<file path="src/design/pieme_pkg.sv">
package pieme_pkg;
   // ------------------------------------------------------------
   // register map
   // ------------------------------------------------------------
   localparam logic [7:0] PIEME_ENABLES_ADDR  = 8'he6;
   localparam logic [7:0] PIEME_ENABLES_RESET = 8'h00;
   localparam logic [7:0] PIEME_RESERVED_MASK = 8'h02;

   // ------------------------------------------------------------
   // field positions
   // ------------------------------------------------------------
   localparam int PIEME_BIT_TIMER3  = 7;
   localparam int PIEME_BIT_CMP1    = 6;
   localparam int PIEME_BIT_CMP0    = 5;
   localparam int PIEME_BIT_CNTARR  = 4;
   localparam int PIEME_BIT_CONV    = 3;
   localparam int PIEME_BIT_WINDOW  = 2;
   localparam int PIEME_BIT_RSVD    = 1;
   localparam int PIEME_BIT_TWOWIRE = 0;

   // ------------------------------------------------------------
   // carriers
   // ------------------------------------------------------------
   typedef struct packed {
      logic       wr;
      logic       rd;
      logic [7:0] addr;
      logic [7:0] wdata;
   } pieme_sfr_req_s;

   // raw peripheral flags, one field per flag, so each comparator has a rise and a fall field
   typedef struct packed {
      logic timer_three_flag;
      logic comparator_one_rise_flag;
      logic comparator_one_fall_flag;
      logic comparator_zero_rise_flag;
      logic comparator_zero_fall_flag;
      logic counter_array_flag;
      logic conversion_done_flag;
      logic window_compare_flag;
      logic two_wire_flag;
   } pieme_src_s;

   // gated requests toward the core, bit order matches the register
   typedef logic [7:0] pieme_req_t;
endpackage

</file>
<file path="src/design/pieme_top.sv">
`timescale 1ns/100ps
`default_nettype none
module pieme_top
   import pieme_pkg::*;
(
   input  wire logic                      mclk,
   input  wire logic                      arst_n,
   input  wire logic                      clk_en,
   input  wire pieme_pkg::pieme_sfr_req_s sfr_req,
   output logic [7:0]                     sfr_rdata,
   output logic                           sfr_hit,
   input  wire pieme_pkg::pieme_src_s     src,
   output logic [7:0]                     irq_req
);
   import pieme_pkg::*;

   // ------------------------------------------------------------
   // reset release
   // ------------------------------------------------------------
   logic rst_meta_n;
   logic rst_n;

   always_ff @(posedge mclk or negedge arst_n) begin
      if (!arst_n) begin
         rst_meta_n <= 1'b0;
         rst_n      <= 1'b0;
      end else begin
         rst_meta_n <= 1'b1;
         rst_n      <= rst_meta_n;
      end
   end

   // ------------------------------------------------------------
   // enable register
   // ------------------------------------------------------------
   logic [7:0]      peripheral_interrupt_enables;
   wire logic       sel;
   wire logic       wr_en;
   wire logic [7:0] next_enables;

   assign sel   = (sfr_req.addr == PIEME_ENABLES_ADDR);
   assign wr_en = clk_en & sfr_req.wr & sel;
   // reserved position forced low so a stray one never sticks
   assign next_enables = sfr_req.wdata & ~PIEME_RESERVED_MASK;

   always_ff @(posedge mclk or negedge rst_n) begin
      if (!rst_n) begin
         peripheral_interrupt_enables <= PIEME_ENABLES_RESET;
      end else if (wr_en) begin
         peripheral_interrupt_enables <= next_enables;
      end
   end

   // ------------------------------------------------------------
   // read path
   // ------------------------------------------------------------
   wire logic       rd_hit;
   wire logic [7:0] next_rdata;

   assign rd_hit = sfr_req.rd & sel;
   // a miss returns zero so unmapped reads never echo the register
   assign next_rdata = rd_hit
                     ? (peripheral_interrupt_enables & ~PIEME_RESERVED_MASK)
                     : 8'h00;

   // read data registered; hit is combinational handshake
   assign sfr_hit = sel & (sfr_req.rd | sfr_req.wr);

   always_ff @(posedge mclk or negedge rst_n) begin
      if (!rst_n) begin
         sfr_rdata <= 8'h00;
      end else if (clk_en) begin
         sfr_rdata <= next_rdata;
      end
   end

   // ------------------------------------------------------------
   // request gating
   // ------------------------------------------------------------
   wire logic [7:0] gated;

   pieme_gate u_gate (
      .src     (src),
      .enables (peripheral_interrupt_enables),
      .gated   (gated)
   );

   // registered so the core sees glitch-free requests
   always_ff @(posedge mclk or negedge rst_n) begin
      if (!rst_n) begin
         irq_req <= 8'h00;
      end else if (clk_en) begin
         irq_req <= gated;
      end
   end

   // ------------------------------------------------------------
   // checks: request gating
   // ------------------------------------------------------------
   a_timer_gate: assert property (
      @(posedge mclk) disable iff (!rst_n)
      clk_en |=> irq_req[PIEME_BIT_TIMER3]
         == ($past(src.timer_three_flag)
             & $past(peripheral_interrupt_enables[PIEME_BIT_TIMER3])))
      else $error("timer three gating wrong");

   a_cmp0_gate: assert property (
      @(posedge mclk) disable iff (!rst_n)
      clk_en |=> irq_req[PIEME_BIT_CMP0]
         == (($past(src.comparator_zero_rise_flag)
              | $past(src.comparator_zero_fall_flag))
             & $past(peripheral_interrupt_enables[PIEME_BIT_CMP0])))
      else $error("comparator zero gating wrong");

   a_cntarr_gate: assert property (
      @(posedge mclk) disable iff (!rst_n)
      clk_en && !peripheral_interrupt_enables[PIEME_BIT_CNTARR]
      |=> !irq_req[PIEME_BIT_CNTARR])
      else $error("counter array not blocked");

   a_cntarr_pass: assert property (
      @(posedge mclk) disable iff (!rst_n)
      clk_en |=> irq_req[PIEME_BIT_CNTARR]
         == ($past(src.counter_array_flag)
             & $past(peripheral_interrupt_enables[PIEME_BIT_CNTARR])))
      else $error("counter array gating wrong");

   a_conv_gate: assert property (
      @(posedge mclk) disable iff (!rst_n)
      clk_en && src.conversion_done_flag
      && peripheral_interrupt_enables[PIEME_BIT_CONV]
      |=> irq_req[PIEME_BIT_CONV])
      else $error("conversion done not forwarded");

   a_conv_block: assert property (
      @(posedge mclk) disable iff (!rst_n)
      clk_en && !peripheral_interrupt_enables[PIEME_BIT_CONV]
      |=> !irq_req[PIEME_BIT_CONV])
      else $error("conversion done not blocked");

   a_window_gate: assert property (
      @(posedge mclk) disable iff (!rst_n)
      clk_en |=> irq_req[PIEME_BIT_WINDOW]
         == ($past(src.window_compare_flag)
             & $past(peripheral_interrupt_enables[PIEME_BIT_WINDOW])))
      else $error("window compare gating wrong");

   a_rsvd_zero: assert property (
      @(posedge mclk) disable iff (!rst_n)
      !peripheral_interrupt_enables[PIEME_BIT_RSVD]
      && !sfr_rdata[PIEME_BIT_RSVD] && !irq_req[PIEME_BIT_RSVD])
      else $error("reserved bit not zero");

   a_twowire_gate: assert property (
      @(posedge mclk) disable iff (!rst_n)
      clk_en |=> irq_req[PIEME_BIT_TWOWIRE]
         == ($past(src.two_wire_flag)
             & $past(peripheral_interrupt_enables[PIEME_BIT_TWOWIRE])))
      else $error("two-wire gating wrong");

   a_cmp1_gate: assert property (
      @(posedge mclk) disable iff (!rst_n)
      clk_en |=> irq_req[PIEME_BIT_CMP1]
         == (($past(src.comparator_one_rise_flag)
              | $past(src.comparator_one_fall_flag))
             & $past(peripheral_interrupt_enables[PIEME_BIT_CMP1])))
      else $error("comparator one gating wrong");

   // ------------------------------------------------------------
   // checks: register access and reset
   // ------------------------------------------------------------
   a_write_lands: assert property (
      @(posedge mclk) disable iff (!rst_n)
      wr_en |=> peripheral_interrupt_enables == $past(next_enables))
      else $error("register write lost");

   a_read_data: assert property (
      @(posedge mclk) disable iff (!rst_n)
      clk_en && rd_hit
      |=> sfr_rdata == ($past(peripheral_interrupt_enables)
                       & ~PIEME_RESERVED_MASK))
      else $error("read data wrong");

   a_miss_zero: assert property (
      @(posedge mclk) disable iff (!rst_n)
      clk_en && !rd_hit |=> sfr_rdata == 8'h00)
      else $error("refused read returned data");

   // a foreign address must leave the register alone
   a_ignore_miss: assert property (
      @(posedge mclk) disable iff (!rst_n)
      sfr_req.wr && !sel |=> $stable(peripheral_interrupt_enables))
      else $error("foreign write changed register");

   // clock enable low freezes every flop behind the reset release
   a_hold_frozen: assert property (
      @(posedge mclk) disable iff (!rst_n)
      !clk_en |=> $stable(peripheral_interrupt_enables)
                  && $stable(sfr_rdata) && $stable(irq_req))
      else $error("state moved with clock enable low");

   // the released copy may only rise after its first stage
   a_release_order: assert property (
      @(posedge mclk) rst_n |-> rst_meta_n)
      else $error("reset release out of order");

   a_reset_clear: assert property (
      @(posedge mclk) $rose(rst_n)
      |-> irq_req == 8'h00 && sfr_rdata == 8'h00
          && peripheral_interrupt_enables == PIEME_ENABLES_RESET)
      else $error("state not clear after reset");
endmodule
`default_nettype wire

</file>
<file path="src/design/pieme_gate.sv">
`timescale 1ns/100ps
`default_nettype none
module pieme_gate
   import pieme_pkg::*;
(
   input  wire pieme_pkg::pieme_src_s src,
   input  wire logic [7:0]            enables,
   output logic [7:0]                 gated
);
   wire logic [7:0] raw;

   // two-flag sources collapse into one request before gating
   assign raw[PIEME_BIT_TIMER3]  = src.timer_three_flag;
   assign raw[PIEME_BIT_CMP1]    = src.comparator_one_rise_flag
                                 | src.comparator_one_fall_flag;
   assign raw[PIEME_BIT_CMP0]    = src.comparator_zero_rise_flag
                                 | src.comparator_zero_fall_flag;
   assign raw[PIEME_BIT_CNTARR]  = src.counter_array_flag;
   assign raw[PIEME_BIT_CONV]    = src.conversion_done_flag;
   assign raw[PIEME_BIT_WINDOW]  = src.window_compare_flag;
   assign raw[PIEME_BIT_RSVD]    = 1'b0;
   assign raw[PIEME_BIT_TWOWIRE] = src.two_wire_flag;

   genvar g;
   generate
      for (g = 0; g < 8; g++) begin : g_mask
         assign gated[g] = raw[g] & enables[g];
      end
   endgenerate
endmodule
`default_nettype wire

</file>
<file path="config.mk">
export PLATFORM = sky130hd
export DESIGN_NAME = pieme_top
export DESIGN_NICKNAME = d
export VERILOG_FILES = /design/src/design/pieme_pkg.sv /design/src/design/pieme_top.sv /design/src/design/pieme_gate.sv
export SDC_FILE = /design/constraint.sdc
export NUM_CORES = 1
export LEC_CHECK = 0
export ABC_AREA = 1
export BUFFER_PORTS_ARGS = -buffer_cell sky130_fd_sc_hd__clkbuf_2
export CAP_MARGIN = 0
export CORE_MARGIN = 8
export CORE_UTILIZATION = 49
export DETAILED_ROUTE_END_ITERATION = 8
export PLACE_DENSITY_LB_ADDON = 0.2
export SYNTH_ARGS = -nofsm -noshare
export SYNTH_HDL_FRONTEND = slang
export SYNTH_SLANG_ARGS = --single-unit
</file>
<file path="constraint.sdc">
create_clock -name mclk -period 1.3 [get_ports mclk]
set_input_delay 0.26 -clock mclk [delete_from_list [all_inputs] [get_ports mclk]]
set_output_delay 0.26 -clock mclk [all_outputs]
set_load 0.01 [all_outputs]
</file>
==> impl_metrics.yaml <==
critical_path:
  max_stage_delay_ns: 0.17
  cp_data_required_time_ns: 1.04
  critPathTopFamily: "buffers and inverters"
  slowest_stage: "o211a_1"
  crit_path_end_kind: "primary output"
  start_kind: "input port"
  path_buf_inv: 3
  cp_data_arrival_time_ns: 0.90
  cp_common_cell: "clkbuf_2"
  path_max_fanout: 4
  critPathKind: "input port to primary output"
  path_cells: "clkbuf_2 > inv_1 > nand2_1 > nor2_4 > o211a_1 > clkbuf_2"
outcome:
  run_status: "finished clean"
layout:
  register_area_um2: 576
  multi_input_area_um2: 360
  nets: 191
  nFillCells: 184
  area_growth_pct: 25.7
  final-instance-count-excl-fill: 187
  drive_gt1_frac: 0.356
  diodes: 0
power_and_ir_drop:
  pwr-share-seq: 0.622
  clkPwrFrac: 0.276
  power_switching_uw: 286
  leakage_nw: 0.826
  powerDensity_nw_per_um2: 905
  pwr-share-comb: 0.103
  switching_share: 0.242
  internal_power_uw: 894
  peakVddDrop_mv: 0.786
placement:
  gp_congestion: 0.737
  dp_hpwl_um: 1900
  io_buffers: 43
  place_inst: 182
grt:
  gr-usage-met3: 0.0350
  grt-ovfl-total: 0
  grt_busiest_layer: "met2"
  grt_max_degree: 22
  grt_pass1_wl_um: 4080
  antenna_found_initial: 0
  gr-usage-met2: 0.232
  met1_usage: 0.170
  globalRouteTotalUtil: 0.141
  grt_pass1_vias: 940
clocking:
  htreeDepth: 1
  clockRootBuffer: "clkbuf_4"
  cts_tree: "yes"
  ctsHoldBuffers: 1
  clk_pin_slew_worst_paths_ns: 0.12
  clk_latency_ns: 0.31
  postCtsSetupBuffers: 0
  clockBufferDepth: 2
  cts.repair.resized: 0
  cts_sinks: 23
  cts_buffers: 3
min_path:
  holdCritPathClass: "input port to register"
synthesis:
  synth_top_cell_area_share: 0.554
  synth-seq-cells: 23
  synth.cells.most_frequent: "nand2_1 (42), dfrtp_1 (23), nand4_1 (14), inv_1 (10), a22o_1 (5)"
  synth_warnings: 0
  postSynthAreaPerCell_um2: 9.19
  synthArstFlopShare: 1.00
  synth_area_um2: 1040
  synthMostInstantiatedCell: "nand2_1"
  seq_area_frac_synth: 0.554
  synth_area_leaders: "dfrtp_1 (55%), nand2_1 (15%), nand4_1 (8.4%)"
  synth_area_leader_cell: "dfrtp_1"
  synth_cell_type_count: 15
  synth_ff_type: "dfrtp_1"
  netlist_instances: 113
  synth-edff-count: 0
routing:
  antenna_left: 0
  drt_wl_total_um: 2330
  via_per_inst: 4.87
  drt-initial-drc-count: 19
  routedWlPerCell_um: 12.5
  num_vias: 911
  drtPass1Iterations: 4
  drc: 0
die:
  dieArea_um2: 3850
  io_pins: 47
  die_h_um: 62.0
  rows: 16
  core-area_um2: 1980
  initial_core_util: 0.524
  die_x_um: 62.0
sta:
  rsz0062_at_grt: "false"
  fin_crit_ns: 1.16
  period_share: 0.895
  final-setup-viol-count: 0
  timing.setup.tns_ns: 0
  timing.final.max_slew_violations: 0
  skew_ns: 0.00221
  hold_viol: 0
  fmax_ghz: 0.860
run:
  cap_violations: 0
-- stage by stage --
step	area [um^2]	total power, mW	util	hold slack (ns)	worst slack (ns)
finish	1310	1.18	0.658	0.162	0.137
global route	1310	1.25	0.658	0.137	0.0768
CTS	1310	1.20	0.658	0.152	0.127
detailed placement	1270	0.869	0.640	0.0469	0.125
global placement	1270	0.864	0.640	0.0448	0.158
floorplan	1040	0.815	-	-0.0356	0.188
-- power groups by stage --
stage               Clock [mW]  Sequential (mW)  Combinational (mW)
floorplan                    0            0.758              0.0576
global placement             0            0.747               0.116
detailed placement           0            0.748               0.121
CTS                      0.340            0.734               0.124
global route             0.375            0.736               0.138
finish                   0.326            0.734               0.121
-- path summary, 6_finish.rpt --
check | startpoint | end | slack (ns) | cells after the start
min in group asynchronous | rst_n | peripheral_interrupt_enables[4] | 0.21 | 1
max reg2reg | peripheral_interrupt_enables[7] | irq_req[7] | 0.51 | 3
min | src[0] | irq_req[0] | 0.16 | 2
max in group asynchronous | rst_n | irq_req[2] | 0.88 | 1
min reg2reg | rst_n | peripheral_interrupt_enables[4] | 0.21 | 1
max | sfr_req[12] | sfr_hit | 0.14 | 6
-- layout make-up --
type | count | area share
Sequential cell | 23 | 0.441
Clock buffer | 3 | 0.0173
Multi-Input combinational cell | 72 | 0.276
Tap cell | 27 | 0.0259
Clock inverter | 1 | 0.00384
Inverter | 12 | 0.0345
Timing Repair Buffer | 49 | 0.201
-- logic make-up after synthesis --
group / Yosys count / synth area share
AOI/OAI and AO/OA: 8 / 0.0614
and+or+nand+nor: 61 / 0.275
other: 2 / 0.00723
DFF: 23 / 0.554
buffers and inverters: 19 / 0.102
-- per-layer routing --
layer  share of wire  vias up
met2            0.48       28
met3           0.063        4
met1            0.44      425
met4           0.011        0
met5               0        -
li1                -      454
-- state kept, by name, indices dropped and copies added, names as in the netlist --
register                      cells
sfr_rdata                         7
peripheral_interrupt_enables      7
irq_req                           7
rst_meta_n                        1
rst_n                             1
-- worst reg2reg max path: cells and delay by family, from the launching register on --
| family | cells | cell delay [ns] |
|---|---|---|
| AO/OA/AOI/OAI | 1 | 0.17 |
| buffers and inverters | 1 | 0.05 |
| flip-flops | 1 | 0.40 |
| AND/OR/NAND/NOR | 1 | 0.07 |
-- cells in the final DEF (no fill, tap or decap), types with 3 or more instances in the layout --
master | synthesis | layout
nand4_1 | 14 | 14
a22o_1 | 5 | 5
dfrtp_1 | 23 | 23
nand2_1 | 42 | 42
clkbuf_4 | 0 | 3
buf_4 | 3 | 5
inv_1 | 10 | 10
conb_1 | 2 | 3
clkbuf_2 | 0 | 43
(Power assumes the default switching activity.)
